`config.mk`:
```
export PLATFORM = sky130hd
export DESIGN_NAME = ctp_top
export DESIGN_NICKNAME = d
export VERILOG_FILES = /design/src/logic/ctp_pkg.sv /design/src/logic/ctp_top.sv
export SDC_FILE = /design/constraint.sdc
export NUM_CORES = 1
export LEC_CHECK = 0
export BUFFER_PORTS_ARGS = -buffer_cell sky130_fd_sc_hd__clkbuf_2
export CAP_MARGIN = 20
export CORE_MARGIN = 8
export CORE_UTILIZATION = 50
export CTS_CLUSTER_SIZE = 16
export DETAILED_ROUTE_END_ITERATION = 8
export GPL_ROUTABILITY_DRIVEN = 0
export PLACE_DENSITY = 0.75
export SLEW_MARGIN = 0
export SYNTH_ARGS = -nofsm -noshare
export SYNTH_HDL_FRONTEND = slang
export SYNTH_SLANG_ARGS = --single-unit
```
`constraint.sdc`:
```
create_clock -name clock -period 5.94 [get_ports clock]
set_input_delay 0.297 -clock clock [delete_from_list [all_inputs] [get_ports clock]]
set_output_delay 0.297 -clock clock [all_outputs]
set_load 0.01 [all_outputs]
```
`src/logic/ctp_pkg.sv`:
```
// Constants and register map of the counter/timer pulse and waveform block
// How it works
// RULE1: Waveform period is sum of paired images
// RULE2: Host sets both load bits after image change
// RULE3: Enabled units run once start bit set
// RULE4: Pulse width equals image value in ticks
// RULE5: All four units do pulse, own outputs
// RULE6: Polarity bit one makes output active high
// RULE7: Trigger copies image into counter at once
// RULE8: Enable from pin, macrocell or software
// RULE9: Mode bit one selects pulse mode
// RULE10: Direction bit zero counts down to zero
// RULE11: Select bit one puts unit in operation
// RULE12: Source bit zero takes macrocell, not pin
// RULE13: Load source bit zero gives macrocell load; code loads on the selected input, the pin when source bit is one
// RULE14: Enable bit one gives continuous counting
// RULE15: Scale bit picks divide by one or eight
// RULE16: Start bit turns on all selected units
// RULE17: Global mode zero means waveform or pulse
// RULE18: Watchdog bit only touches unit two
// RULE19: Retrigger during pulse reloads full width
// RULE20: Macrocell rising edge loads then pulses
// RULE21: Port A bit zero routes timer output
// RULE22: Event rising edge increments count by one
// RULE23: Mode bit zero selects waveform mode
// RULE24: Terminal count reloads the partner unit
// RULE25: Software load bits clear on unit start
// RULE26: Pulse ends at zero, waits for trigger
package ctp_pkg;
    // Register offsets inside the I/O chip-select window
    localparam logic [3:0] OFS_CMD0       = 4'h0;  // Unit commands at 0..3
    localparam logic [3:0] OFS_IMAGE_REG_ZERO       = 4'h4;  // Image registers at 4..7
    localparam logic [3:0] OFS_SW_LOAD    = 4'h8;  // Software load/store bits
    localparam logic [3:0] OFS_GLOBAL     = 4'h9;  // Global control
    localparam logic [3:0] OFS_PORT_A_ALT = 4'hA;  // Port A alternate function
    localparam logic [3:0] OFS_CNT0       = 4'hC;  // Counter read back at C..F

    // Unit command field positions
    localparam int CMD_MODE   = 0;  // 1 pulse, 0 waveform
    localparam int CMD_DIR    = 1;  // 0 down, 1 up
    localparam int CMD_SEL    = 2;  // Unit selected
    localparam int CMD_OPOL   = 3;  // Output active high when 1
    localparam int CMD_IPOL   = 4;  // Pin input active high when 1
    localparam int CMD_SRC    = 5;  // 1 pin, 0 macrocell
    localparam int CMD_LDSRC  = 6;  // 1 software load, 0 input load
    localparam int CMD_EN     = 7;  // 1 always enabled

    // Global control field positions
    localparam int GLB_SCALE  = 0;  // Divide by eight when 1
    localparam int GLB_START  = 1;  // Start selected units
    localparam int GLB_MODE   = 2;  // 1 event/capture group
    localparam int GLB_WDOG   = 3;  // Watchdog on unit two

    // Port A alternate function bit
    localparam int ALT_TIMER_OUT = 0;

    // Reset values
    localparam logic [7:0] RST_CMD    = 8'h00;
    localparam logic [7:0] RST_IMAGE  = 8'h00;
    localparam logic [7:0] RST_GLOBAL = 8'h00;
    localparam logic [7:0] RST_ALT    = 8'h00;

    // Prescaler divide ratio of the scaled setting
    localparam logic [2:0] PRESCALE_LAST = 3'h7;  // Eight clocks per tick
    localparam int         WATCHDOG_UNIT = 2;
endpackage

```
`src/logic/ctp_top.sv`:
```
// Four counter/timer units with waveform, pulse and event counting
`timescale 1ns/10ps
`default_nettype none

module ctp_top #(
    parameter int UNITS = 4,      // Counter/timer units, paired for waveform
    parameter int CW    = 8       // Counter and image width
) (
    input  wire logic              clock,
    input  wire logic              srst,
    input  wire logic              io_chip_select_window,
    input  wire logic [3:0]        reg_addr,
    input  wire logic              reg_write,
    input  wire logic [7:0]        reg_wdata,
    output logic      [7:0]        reg_rdata,
    input  wire logic [UNITS-1:0]  port_e_inputs,
    input  wire logic [UNITS-1:0]  macrocell_triggers,
    output logic      [UNITS-1:0]  unit_outputs,
    output logic      [UNITS/2-1:0] pair_waveform,
    output logic                   default_timer_output,
    output logic                   port_a_pin_zero,
    output logic                   port_a_pin_zero_oe_n,
    output logic                   watchdog_expired
);

    // Register file
    logic [7:0]    timer_unit_command [UNITS];  // Per-unit command
    logic [CW-1:0] image_reg [UNITS];           // Per-unit image value
    logic [UNITS-1:0] sw_load;                  // Software load/store bits
    logic [7:0]    timer_global_control;        // Global command
    logic [7:0]    port_a_alt_function;         // Port A special function

    // Unit state
    logic [CW-1:0] count [UNITS];               // Live counter
    logic [UNITS-1:0] busy;                     // Unit counting down
    logic [UNITS-1:0] src_q;                    // Previous trigger input
    logic [UNITS-1:0] term_count;               // Terminal count this cycle
    logic [UNITS-1:0] unit_start;               // Unit took a software load
    logic [2:0]    prescale;                    // Prescaler phase
    logic          tick;                        // Timer clock enable

    // Register write strobe
    logic wr_en;
    assign wr_en = io_chip_select_window & reg_write;

    // Global shorthands
    logic g_start;
    logic g_event;
    // RULE16: start gates all selected units
    assign g_start = timer_global_control[ctp_pkg::GLB_START];
    // RULE17: zero keeps waveform/pulse group
    assign g_event = timer_global_control[ctp_pkg::GLB_MODE];

    // Prescaler phase counter
    always_ff @(posedge clock) begin
        if (srst) begin
            prescale <= 3'h0;
        end else begin
            prescale <= prescale + 3'h1;
        end
    end

    // RULE15: divide by one or by eight
    assign tick = ~timer_global_control[ctp_pkg::GLB_SCALE] |
                  (prescale == ctp_pkg::PRESCALE_LAST);

    // Command and image register writes
    always_ff @(posedge clock) begin
        if (srst) begin
            for (int k = 0; k < UNITS; k++) begin
                timer_unit_command[k] <= ctp_pkg::RST_CMD;
                image_reg[k]          <= CW'(ctp_pkg::RST_IMAGE);
            end
        end else if (wr_en) begin
            for (int k = 0; k < UNITS; k++) begin
                // Command register of unit k
                if (reg_addr == ctp_pkg::OFS_CMD0 + 4'(k)) begin
                    timer_unit_command[k] <= reg_wdata;
                end
                // Image register of unit k
                if (reg_addr == ctp_pkg::OFS_IMAGE_REG_ZERO + 4'(k)) begin
                    image_reg[k] <= CW'(reg_wdata);
                end
            end
        end
    end

    // Global and port A registers
    always_ff @(posedge clock) begin
        if (srst) begin
            timer_global_control <= ctp_pkg::RST_GLOBAL;
            port_a_alt_function  <= ctp_pkg::RST_ALT;
        end else if (wr_en) begin
            // Global control word
            if (reg_addr == ctp_pkg::OFS_GLOBAL) begin
                timer_global_control <= reg_wdata;
            end
            // Port A alternate function word
            if (reg_addr == ctp_pkg::OFS_PORT_A_ALT) begin
                port_a_alt_function <= reg_wdata;
            end
        end
    end

    // Software load bits, a new write wins over the clear
    always_ff @(posedge clock) begin
        if (srst) begin
            sw_load <= '0;
        end else begin
            // RULE25: clear on start, set wins
            if (wr_en && reg_addr == ctp_pkg::OFS_SW_LOAD) begin
                sw_load <= (sw_load & ~unit_start) | reg_wdata[UNITS-1:0];
            end else begin
                sw_load <= sw_load & ~unit_start;
            end
        end
    end

    // RULE5: one identical unit per index
    for (genvar i = 0; i < UNITS; i++) begin : g_unit
        localparam int PARTNER = i ^ 1;         // Waveform partner
        logic [7:0] cmd;                        // Command shorthand
        logic       src;                        // Selected control input
        logic       rise;                       // Rising edge of input
        logic       run;                        // Unit on
        logic       wave;                       // Waveform mode
        logic       load;                       // Reload from image
        logic       own_load;                   // Reload from software or input

        assign cmd = timer_unit_command[i];

        // RULE12: pin or macrocell input
        // RULE8: pin, macrocell or software
        assign src = cmd[ctp_pkg::CMD_SRC] ?
                     (port_e_inputs[i] ~^ cmd[ctp_pkg::CMD_IPOL]) :
                     macrocell_triggers[i];
        assign rise = src & ~src_q[i];

        // RULE11: select bit gates unit
        // RULE14: continuous enable or input
        assign run = cmd[ctp_pkg::CMD_SEL] & g_start &
                     (cmd[ctp_pkg::CMD_EN] | src);

        // RULE23: mode zero is waveform
        // RULE9: mode one is pulse
        assign wave = ~cmd[ctp_pkg::CMD_MODE];

        // Local load sources, kept apart from the partner path
        // so the two terminal counts never form a combinational loop
        always_comb begin
            own_load = 1'b0;
            if (run && !g_event && !cmd[ctp_pkg::CMD_DIR]) begin
                // RULE13: input or software load
                // RULE2: host software load relied on
                if (cmd[ctp_pkg::CMD_LDSRC]) begin
                    own_load = sw_load[i];
                end else begin
                    // RULE20: load on rising edge
                    own_load = rise;
                end
            end
        end

        // Reload from local source or partner terminal count
        always_comb begin
            load = own_load;
            // RULE24: partner terminal count reloads
            if (run && !g_event && !cmd[ctp_pkg::CMD_DIR] && wave &&
                term_count[PARTNER]) begin
                load = 1'b1;
            end
        end

        // Terminal count on the last tick of a run
        assign term_count[i] = busy[i] & tick & ~own_load &
                               (count[i] == CW'(1));
        assign unit_start[i] = run & sw_load[i];

        // Input edge history
        always_ff @(posedge clock) begin
            if (srst) begin
                src_q[i] <= 1'b0;
            end else begin
                src_q[i] <= src;
            end
        end

        // Counter and busy flag
        always_ff @(posedge clock) begin
            if (srst) begin
                count[i] <= '0;
                busy[i]  <= 1'b0;
            end else if (g_event) begin
                busy[i] <= 1'b0;
                // RULE22: event edge adds one
                if (cmd[ctp_pkg::CMD_SEL] && g_start &&
                    cmd[ctp_pkg::CMD_DIR] && rise) begin
                    count[i] <= count[i] + CW'(1);
                end
            end else if (!g_start || !cmd[ctp_pkg::CMD_SEL]) begin
                // Stopped units stay idle
                busy[i] <= 1'b0;
            end else if (load) begin
                // RULE7: image copied at once
                // RULE19: retrigger reloads full width
                count[i] <= image_reg[i];
                busy[i]  <= (image_reg[i] != '0);
            end else if (busy[i] && tick && !cmd[ctp_pkg::CMD_DIR]) begin
                // RULE10: count down to zero
                // RULE4: width is image in ticks
                count[i] <= count[i] - CW'(1);
                // RULE26: zero ends pulse, waits
                if (count[i] == CW'(1)) begin
                    busy[i] <= 1'b0;
                end
            end
        end

        // Unit output with programmed polarity
        always_ff @(posedge clock) begin
            if (srst) begin
                unit_outputs[i] <= 1'b0;
            end else begin
                // RULE6: polarity one is active high
                unit_outputs[i] <= cmd[ctp_pkg::CMD_OPOL] ? busy[i] : ~busy[i];
            end
        end
    end

    // Pair waveform combines both halves of a pair
    for (genvar p = 0; p < UNITS / 2; p++) begin : g_pair
        always_ff @(posedge clock) begin
            if (srst) begin
                pair_waveform[p] <= 1'b0;
            end else begin
                // RULE1: period is sum of both images
                // RULE3: pair output lags start by three clocks (busy, unit output, pair register)
                pair_waveform[p] <= unit_outputs[2*p] & unit_outputs[2*p+1];
            end
        end
    end

    // Default timer output: pair zero in waveform, else unit zero
    always_ff @(posedge clock) begin
        if (srst) begin
            default_timer_output <= 1'b0;
        end else if (!timer_unit_command[0][ctp_pkg::CMD_MODE]) begin
            default_timer_output <= pair_waveform[0];
        end else begin
            default_timer_output <= unit_outputs[0];
        end
    end

    // Port A pin zero drive
    always_ff @(posedge clock) begin
        if (srst) begin
            port_a_pin_zero      <= 1'b0;
            port_a_pin_zero_oe_n <= 1'b1;
        end else begin
            // RULE21: bit zero routes timer out
            port_a_pin_zero      <= default_timer_output;
            port_a_pin_zero_oe_n <= ~port_a_alt_function[ctp_pkg::ALT_TIMER_OUT];
        end
    end

    // Watchdog expiry pulse
    always_ff @(posedge clock) begin
        if (srst) begin
            watchdog_expired <= 1'b0;
        end else begin
            // RULE18: only unit two, off at zero
            watchdog_expired <= timer_global_control[ctp_pkg::GLB_WDOG] &
                                term_count[ctp_pkg::WATCHDOG_UNIT];
        end
    end

    // Registered read data
    always_ff @(posedge clock) begin
        if (srst) begin
            reg_rdata <= 8'h00;
        end else begin
            reg_rdata <= 8'h00;
            for (int k = 0; k < UNITS; k++) begin
                // Command, image and counter of unit k
                if (reg_addr == ctp_pkg::OFS_CMD0 + 4'(k)) begin
                    reg_rdata <= timer_unit_command[k];
                end
                if (reg_addr == ctp_pkg::OFS_IMAGE_REG_ZERO + 4'(k)) begin
                    reg_rdata <= 8'(image_reg[k]);
                end
                if (reg_addr == ctp_pkg::OFS_CNT0 + 4'(k)) begin
                    reg_rdata <= 8'(count[k]);
                end
            end
            // Single registers
            if (reg_addr == ctp_pkg::OFS_SW_LOAD) begin
                reg_rdata <= 8'(sw_load);
            end
            if (reg_addr == ctp_pkg::OFS_GLOBAL) begin
                reg_rdata <= timer_global_control;
            end
            if (reg_addr == ctp_pkg::OFS_PORT_A_ALT) begin
                reg_rdata <= port_a_alt_function;
            end
        end
    end

endmodule

`default_nettype wire

```
==> results.sh, run 1 <==
export IMPL_status="finished clean"
export IMPL_worst_pin_slew_ns=0.928
export IMPL_path_class="reg2reg"
export IMPL_met3_usage=0.0611
export IMPL_areaGrowthSynthToFinish_pct=10.6
export IMPL_worstPathCellList="nor4bb_1, o311ai_0, a21oi_1, o21ai_2, a21oi_1, or4_1"
export IMPL_async_flop_share=0
export IMPL_ys_types=66
export IMPL_yosysTopAreaCell="edfxtp_1"
export IMPL_core_um2=17100
export IMPL_io_pins=42
export IMPL_cp_required_ns=6.04
export IMPL_finalSetupTns_ns=0
export IMPL_dp_hpwl_um=18100
export IMPL_final_period_utilization=0.628
export IMPL_clock_skew_ns=0.00855
export IMPL_drive_gt1_frac=0.105
export IMPL_reg2reg_slack_ns=2.21
export IMPL_switching_share=0.257
export IMPL_grt_usage=0.235
export IMPL_wl_um=25300
export IMPL_numPortBuffers=41
export IMPL_vias=7448
export IMPL_place_ws_ns=2.36
export IMPL_synth_nets=949
export IMPL_crit_fanout=15
export IMPL_gr_usage_met1=0.320
export IMPL_yosys_top_cells_area="edfxtp_1, dfxtp_1, and2_1, nor2_1, mux2i_1"
export IMPL_seq_power_share=0.472
export IMPL_cts_root_buf="clkbuf_16"
export IMPL_stdcell_area_um2=9560
export IMPL_fin_ws_ns=2.21
export IMPL_comb_power_share=0.088
export IMPL_vias_per_cell=6.42
export IMPL_drtIter0Drc=1328
export IMPL_fp_row_count=48
export IMPL_hold_class="in2reg"
export IMPL_grt_overflow=0
export IMPL_synth_common_cells="nor2_1, edfxtp_1, and2_1, dfxtp_1, nand2_1"
export IMPL_p_sw_mw=0.637
export IMPL_cts_sinks=145
export IMPL_drv_slew=0
export IMPL_grt_pass1_vias=6957
export IMPL_p_leak_nw=3.38
export IMPL_post_route_min_period_ns=3.73
export IMPL_synth_top_area_frac=0.334
export IMPL_cts_setup_buffers=0
export IMPL_cp_common_cell="a21oi_1"
export IMPL_ys_ff_latch=145
export IMPL_syn_cell_area_um2=8640
export IMPL_clk_pin_slew_worst_paths_ns=0.06
export IMPL_placed_cells=1128
export IMPL_nets=960
export IMPL_cts_hold_buf=0
export IMPL_syn_area_per_cell_um2=9.48
export IMPL_seq_area_frac_synth=0.447
export IMPL_synth_edf_count=96
export IMPL_h_tree_depth=4
export IMPL_numCtsBuffers=17
export IMPL_utilization=0.558
export IMPL_worstPathArrival_ns=3.83
export IMPL_grt_setup_unrepaired="no"
export IMPL_pwr_density_cell_nw_per_um2=260
export IMPL_initial_core_util=0.505
export IMPL_fin_cells=1160
export IMPL_antenna_cells=0
export IMPL_met2_usage=0.341
export IMPL_critPathMaxStageDelay_ns=0.76
export IMPL_fp_dieW_um=147
export IMPL_synth_most_common_cell="nor2_1"
export IMPL_max_freq_mhz=268
export IMPL_slew_headroom=0.377
export IMPL_dpl_instance_area_um2=8950
export IMPL_wl_per_cell_um=21.8
export IMPL_grt_max_degree=67
export IMPL_die_area_um2=21700
export IMPL_hold_ws_ns=0.345
export IMPL_yosysWarnings=0
export IMPL_drtAntennaViolNets=0
export IMPL_fillCellCount=1479
export IMPL_clk_latency_ns=0.44
export IMPL_syn_inst=911
export IMPL_hold_path_cell_count=4
export IMPL_die_y_um=147
export IMPL_route_detailed_drc=0
export IMPL_pwr_share_clk=0.440
export IMPL_cts_tree="built"
export IMPL_p_int_mw=1.84
export IMPL_crit_path_start_kind="register"
export IMPL_rr_worst_depth=6
export IMPL_cts_repair_resized=0
export IMPL_ir_worst_vdd_mv=0.232
export IMPL_ys_flop_type="edfxtp_1"
export IMPL_antenna_found_initial=0
export IMPL_finalSetupViolations=0
export IMPL_grt_busiest_layer="met2"
export IMPL_power_mw=2.48
export IMPL_cts_path_max_buffers=2
export IMPL_hold_viol_final=0
export IMPL_worstSetupEndpointType="register"
export IMPL_first_pass_iters=7
export IMPL_grt_pass1_wl_um=39600
export IMPL_cp_slowest_cell="a21oi_1"
export IMPL_maxCapViolations=0
## placed cells by master (no fill, tap or decap), drive strengths merged, types with 15 or more instances in the layout
cell,n
and2,72
xor2,28
xnor2,26
a21oi,39
inv,28
nand2b,19
nor2b,19
nand2,47
o22ai,16
clkbuf,60
o21ai,33
nand3,25
edfxtp,96
a211oi,15
mux2i,32
nor4,18
dfxtp,49
nor2,103
## power groups by stage
stage | clock network [mW] | logic (mW) | registers [mW]
detailed placement | 0 | 0.210 | 1.19
finish | 1.09 | 0.218 | 1.17
global route | 1.15 | 0.233 | 1.18
CTS | 1.10 | 0.212 | 1.17
floorplan | 0 | 0.145 | 1.17
global placement | 0 | 0.210 | 1.19
## critical path: cells and delay by family (launching register included)
kind	cells	cell delay, ns
compound gates	4	2.07
flops	1	0.63
simple gates	2	0.68
## kinds of logic after synthesis
family	share of synthesized area
buffers and inverters	0.0363
adders and majority gates	0.0203
muxes	0.0475
xor gates and xnor gates	0.0547
DFF	0.447
AOI/OAI and AO/OA	0.164
and+or+nand+nor	0.230
## worst paths after layout
check	startpoint	to
worst min register to register	prescale[0]	prescale[0]
worst min-delay path	macrocell_triggers[2]	src_q[2]
worst max register to register	timer_global_control[1]	count[1][5]
worst max-delay path	timer_global_control[1]	count[1][5]
## layer usage
metal	wire length, um	vias up
met2	10900	482
met1	10600	3507
met3	2820	88
met5	0	-
li1	-	3371
met4	1060	0
## cell type report
cell class                      instances  area (um2)  share of cell area
Inverter                               25        93.8             0.00982
Timing Repair Buffer                   47         250              0.0262
Multi-Input combinational cell        686        4460               0.467
Clock buffer                           19         454              0.0475
Clock inverter                         13         153              0.0160
Tap cell                              225         282              0.0295
Sequential cell                       145        3860               0.404
Note: power is estimated with default switching activity, not from simulation.
==> inputs of run 2 (changes only) <==
ABC_AREA = 1   (was not set)
PLACE_DENSITY = 0.78   (was 0.75)
clock period = 3.2 ns   (was 5.94 ns; I/O delays follow)
==> results.sh, run 2 <==
export IMPL_initial_core_util=0.508
export IMPL_clk_latency_ns=0.43
export IMPL_cts_setup_buffers=0
export IMPL_stdcell_area_um2=9740
export IMPL_finalSetupViolations=0
export IMPL_rr_worst_depth=10
export IMPL_antenna_found_initial=0
export IMPL_ir_worst_vdd_mv=0.438
export IMPL_layout_common_cells="nand2_1, nor2_1, nand3_1"
export IMPL_wl_per_cell_um=16.9
export IMPL_hold_viol_final=0
export IMPL_grt_overflow=0
export IMPL_yosys_top_cells_area="edfxtp_1, nand2_1, dfxtp_1, nand3_1, nor2_1"
export IMPL_h_tree_depth=4
export IMPL_vias=7870
export IMPL_drtAntennaViolNets=0
export IMPL_die_area_um2=22000
export IMPL_core_um2=17200
export IMPL_synth_simple_area_share=0.363
export IMPL_worst_pin_slew_ns=0.902
export IMPL_cts_hold_buf=0
export IMPL_syn_area_per_cell_um2=7.70
export IMPL_critPathCapture="count[2][4]"
export IMPL_fillCellCount=1527
export IMPL_synthAdderAreaFrac=0.0200
export IMPL_clk_pin_slew_worst_paths_ns=0.06
export IMPL_gr_usage_met1=0.279
export IMPL_path_class="reg2reg"
export IMPL_cts_repair_resized=0
export IMPL_dp_hpwl_um=17400
export IMPL_die_y_um=148
export IMPL_drv_slew=0
export IMPL_grt_max_degree=55
export IMPL_finalSetupTns_ns=0
export IMPL_grt_pass1_vias=7501
export IMPL_fp_dieW_um=148
export IMPL_pwr_density_cell_nw_per_um2=467
export IMPL_p_leak_nw=4.12
export IMPL_async_flop_share=0
export IMPL_drtIter0Drc=917
export IMPL_nets=1215
export IMPL_cts_path_max_buffers=2
export IMPL_worstSetupEndpointType="register"
export IMPL_fp_row_count=48
export IMPL_cts_tree="built"
export IMPL_grt_pass1_wl_um=38300
export IMPL_final_common_cell="nand2_1"
export IMPL_synth_top_family_by_area="simple AND/OR/NAND/NOR gates"
export IMPL_crit_fanout=8
export IMPL_route_detailed_drc=0
export IMPL_yosys_mux_area_fraction=0
export IMPL_regToRegStartpoint="prescale[0]"
export IMPL_utilization=0.565
export IMPL_worstPathArrival_ns=2.68
export IMPL_numPortBuffers=41
export IMPL_cp_required_ns=3.30
export IMPL_hold_class="in2reg"
export IMPL_grt_setup_unrepaired="no"
export IMPL_max_freq_mhz=386
export IMPL_power_mw=4.55
export IMPL_cts_root_buf="clkbuf_16"
export IMPL_maxCapViolations=0
export IMPL_status="finished clean"
export IMPL_synth_edf_count=96
export IMPL_r2r_end="count[2][4]"
export IMPL_syn_inst=1137
export IMPL_ys_types=45
export IMPL_dpl_instance_area_um2=9150
export IMPL_vias_per_cell=5.56
export IMPL_first_pass_iters=5
export IMPL_grt_usage=0.221
export IMPL_seq_area_frac_synth=0.441
export IMPL_synth_nets=1175
export IMPL_numCtsBuffers=17
export IMPL_reg2reg_slack_ns=0.61
export IMPL_synth_compound_gate_area_share=0.0587
export IMPL_ys_ff_latch=145
export IMPL_wl_um=23900
export IMPL_met2_usage=0.362
export IMPL_areaGrowthSynthToFinish_pct=11.2
export IMPL_ys_flop_type="edfxtp_1"
export IMPL_grt_busiest_layer="met2"
export IMPL_syn_cell_area_um2=8750
export IMPL_synth_xor_area_share=0.0410
export IMPL_drive_gt1_frac=0.118
export IMPL_final_period_utilization=0.809
export IMPL_slew_headroom=0.398
export IMPL_synth_common_cells="nand2_1, nor2_1, inv_1, nand3_1, edfxtp_1"
export IMPL_antenna_cells=0
export IMPL_synth_top_area_frac=0.329
export IMPL_met3_usage=0.0492
export IMPL_yosysWarnings=0
export IMPL_post_route_min_period_ns=2.59
export IMPL_clock_skew_ns=0.00966
export IMPL_synth_most_common_cell="nand2_1"
export IMPL_yosysTopAreaCell="edfxtp_1"
export IMPL_cp_startpoint="prescale[0]"
export IMPL_io_pins=42
export IMPL_cts_sinks=145
export IMPL_crit_path_start_kind="register"
[run 2: changes by cell type in the layout (fill, tap and decap cells not counted), sizes merged, moves of 20 or more]
| cell | before | now |
|---|---|---|
| nand2 | 47 | 296 |
| nand3 | 25 | 139 |
| inv | 28 | 137 |
| and2 | 72 | 3 |
| nor2 | 103 | 172 |
| mux2i | 32 | 0 |
| nand4 | 4 | 27 |
| a21oi | 39 | 61 |
| xnor2 | 26 | 6 |
[run 2: worst min path at each step]
stage | from | to | cells after the start
2_1_floorplan | reg_wdata[0] | sw_load[0] | 2
3_3_place_gp | port_a_alt_function[0] | port_a_pin_zero_oe_n | 1
3_5_place_dp | default_timer_output | port_a_pin_zero | 2
4_1_cts | reg_wdata[6] | port_a_alt_function[6] | 3
5_1_grt | reg_wdata[6] | port_a_alt_function[6] | 3
6_report | reg_wdata[6] | port_a_alt_function[6] | 3
[run 2: layout make-up]
type | count | area, um2 | area share
Multi-Input combinational cell | 825 | 4230 | 0.434
Timing Repair Buffer | 46 | 243 | 0.0249
Clock buffer | 21 | 460 | 0.0473
Tap cell | 225 | 282 | 0.0289
Sequential cell | 145 | 3860 | 0.397
Inverter | 142 | 533 | 0.0547
Clock inverter | 11 | 129 | 0.0132
[run 2: per-layer routing]
| metal | vias up | routed length (um) |
|---|---|---|
| met4 | 0 | 720 |
| met3 | 51 | 2010 |
| met5 | - | 0 |
| met2 | 366 | 11200 |
| li1 | 3799 | - |
| met1 | 3654 | 9960 |
[run 2: worst max-delay path, stage by stage (launching register included)]
cell and delay, ns:
dfxtp_1 0.33, ha_1 0.16, ha_1 0.13, inv_1 0.03, nand2_1 0.23, nand2_1 0.15
nor3_2 0.49, nand3_4 0.22, nand2_8 0.14, nor2_8 0.05, nand2_1 0.30
[run 2: per-stage QoR]
stage	hold WS, ns	worst slack (ns)	std cells
after floorplan	0.308	1.01	1137
after global placement	0.400	0.713	1383
after detailed placement	0.413	0.643	1383
after CTS	0.000853	0.637	1415
after global routing	0.00960	0.381	1415
final	0.00796	0.612	1415
[run 2: cells by family (layout without fill, tap and decap cells)]
family          Yosys count  after routing
simple gates            676            676
fa+ha+maj                14             14
xor+xnor                 41             41
buf+inv                 167            220
compound gates           94             94
flops                   145            145
[run 2: report_power, final]
| group | total, mW | leakage, nW | switching [mW] | internal [mW] |
|---|---|---|---|---|
| registers | 2.15 | 1.34 | 0.0717 | 2.08 |
| clock network | 2.00 | 0.286 | 0.810 | 1.19 |
| logic | 0.396 | 2.49 | 0.283 | 0.112 |
==> inputs of run 3 (changes only) <==
PLACE_DENSITY = 0.75   (was 0.78)
clock period = 2.4 ns   (was 3.2 ns; I/O delays follow)
==> results.sh, run 3 (synthesized netlist as in run 2, its figures left out) <==
export IMPL_areaGrowthSynthToFinish_pct=14.9
export IMPL_grt_pass1_wl_um=38600
export IMPL_io_pins=42
export IMPL_path_class="reg2reg"
export IMPL_worstPathArrival_ns=2.36
export IMPL_crit_path_start_kind="register"
export IMPL_route_detailed_drc=0
export IMPL_worstPathCellList="inv_1, nand2_1, nand3_1, nand3b_1, a21oi_1, nand3_2, nand2_4, nand2_4, nand2_8, nand2_8, nor2_8, buf_4, nor2_2"
export IMPL_grt_pass1_vias=7553
export IMPL_grt_max_degree=38
export IMPL_fp_dieW_um=148
export IMPL_post_route_min_period_ns=2.17
export IMPL_drv_slew=0
export IMPL_core_um2=17200
export IMPL_status="finished clean"
export IMPL_cts_sinks=145
export IMPL_cts_root_buf="clkbuf_16"
export IMPL_final_common_cell="nand2_1"
export IMPL_slew_headroom=0.601
export IMPL_drive_gt1_frac=0.141
export IMPL_dp_hpwl_um=17600
export IMPL_clk_latency_ns=0.44
export IMPL_numPortBuffers=41
export IMPL_finalSetupViolations=0
export IMPL_final_period_utilization=0.904
export IMPL_die_area_um2=22000
export IMPL_whs_endpoint="src_q[2]"
export IMPL_maxCapViolations=0
export IMPL_die_y_um=148
export IMPL_hold_class="in2reg"
export IMPL_p_leak_nw=4.31
export IMPL_grt_usage=0.223
export IMPL_fp_row_count=48
export IMPL_worst_pin_slew_ns=0.597
export IMPL_rr_worst_depth=13
export IMPL_utilization=0.583
export IMPL_numCtsBuffers=17
export IMPL_wl_um=24100
export IMPL_first_pass_iters=5
export IMPL_reg2reg_slack_ns=0.23
export IMPL_pwr_density_cell_nw_per_um2=600
export IMPL_grt_overflow=0
export IMPL_wl_per_cell_um=16.6
export IMPL_cp_slowest_cell="edfxtp_1"
export IMPL_drtAntennaViolNets=0
export IMPL_layout_common_cells="nand2_1, nor2_1, nand3_1"
export IMPL_drtIter0Drc=750
export IMPL_cp_startpoint="timer_unit_command[3][4]"
export IMPL_vias_per_cell=5.44
export IMPL_cts_path_max_buffers=2
export IMPL_ir_worst_vdd_mv=0.540
export IMPL_grt_setup_unrepaired="no"
export IMPL_antenna_found_initial=1
export IMPL_crit_fanout=10
export IMPL_cp_required_ns=2.59
export IMPL_max_freq_mhz=461
export IMPL_finalSetupTns_ns=0
export IMPL_min_delay_start="macrocell_triggers[2]"
export IMPL_worstSetupEndpointType="register"
export IMPL_vias=7908
export IMPL_regToRegStartpoint="timer_unit_command[3][4]"
export IMPL_clock_skew_ns=0.00983
export IMPL_initial_core_util=0.508
export IMPL_h_tree_depth=4
export IMPL_nets=1254
export IMPL_r2r_end="count[2][0]"
export IMPL_hold_viol_final=0
export IMPL_clk_pin_slew_worst_paths_ns=0.06
export IMPL_hold_path_cell_count=3
export IMPL_critPathMaxStageDelay_ns=0.43
export IMPL_cts_tree="built"
run 3: layer usage:
metal / track usage / routed length [um] / up-vias
li1: - / - / 3875
met1: 0.287 / 10300 / 3660
met2: 0.362 / 11400 / 325
met3: 0.0410 / 1810 / 48
met4: 0.0959 / 609 / 0
met5: 0 / 0 / -
run 3: timing repair:
item / 4_1_cts / 5_1_grt
hold buffers: 10 / 0
buffers inserted: 0 / 1
endpoints found under the setup margin: 0 / 32
endpoints found under the hold margin: 16 / 0
gates resized for setup: 0 / 3
run 3: where the power goes:
group	switching (mW)	internal [mW]	total (mW)	leakage, nW
combinational	0.389	0.178	0.567	2.68
sequential	0.0854	2.77	2.86	1.34
clock	1.09	1.51	2.61	0.291
run 3: layout make-up:
cell class | count | area, um2
flip-flops and latches | 145 | 3860
clock inverters | 10 | 68.8
clock buffers | 22 | 508
multi-input cells | 825 | 4240
diodes | 1 | 2.50
repair buffers | 85 | 561
inverters | 142 | 533
well taps | 225 | 282
fillers | 1546 | 7180
run 3: how the worst max path moves through the flow:
stage	slack (ns)	depth (start not counted)	endpoint
detailed placement	0.001	8	count[3][6]
global placement	0.09	8	count[3][6]
global route	0.10	15	count[2][0]
finish	0.23	13	count[2][0]
CTS	0.03	8	count[3][5]
floorplan	0.21	10	count[2][0]
run 3: per-stage QoR:
| step | power (mW) | std cells | hold WS, ns | setup slack (ns) | area, um2 |
|---|---|---|---|---|---|
| 2_1_floorplan | 3.22 | 1137 | 0.268 | 0.214 | 8750 |
| 3_3_place_gp | 3.44 | 1411 | 0.399 | 0.0873 | 9360 |
| 3_5_place_dp | 3.45 | 1411 | 0.398 | 0.00137 | 9360 |
| 4_1_cts | 6.02 | 1453 | 0.0153 | 0.0296 | 10000 |
| 5_1_grt | 6.18 | 1455 | 0.0513 | 0.103 | 10100 |
| 6_report | 6.03 | 1455 | 0.0202 | 0.230 | 10100 |
run 3: worst max-delay path: cells and delay by family (launching register included):
family / cells / cell delay, ns
AO/OA/AOI/OAI: 1 / 0.19
AND/OR/NAND/NOR: 10 / 1.03
flip-flops: 1 / 0.43
buffers and inverters: 2 / 0.26
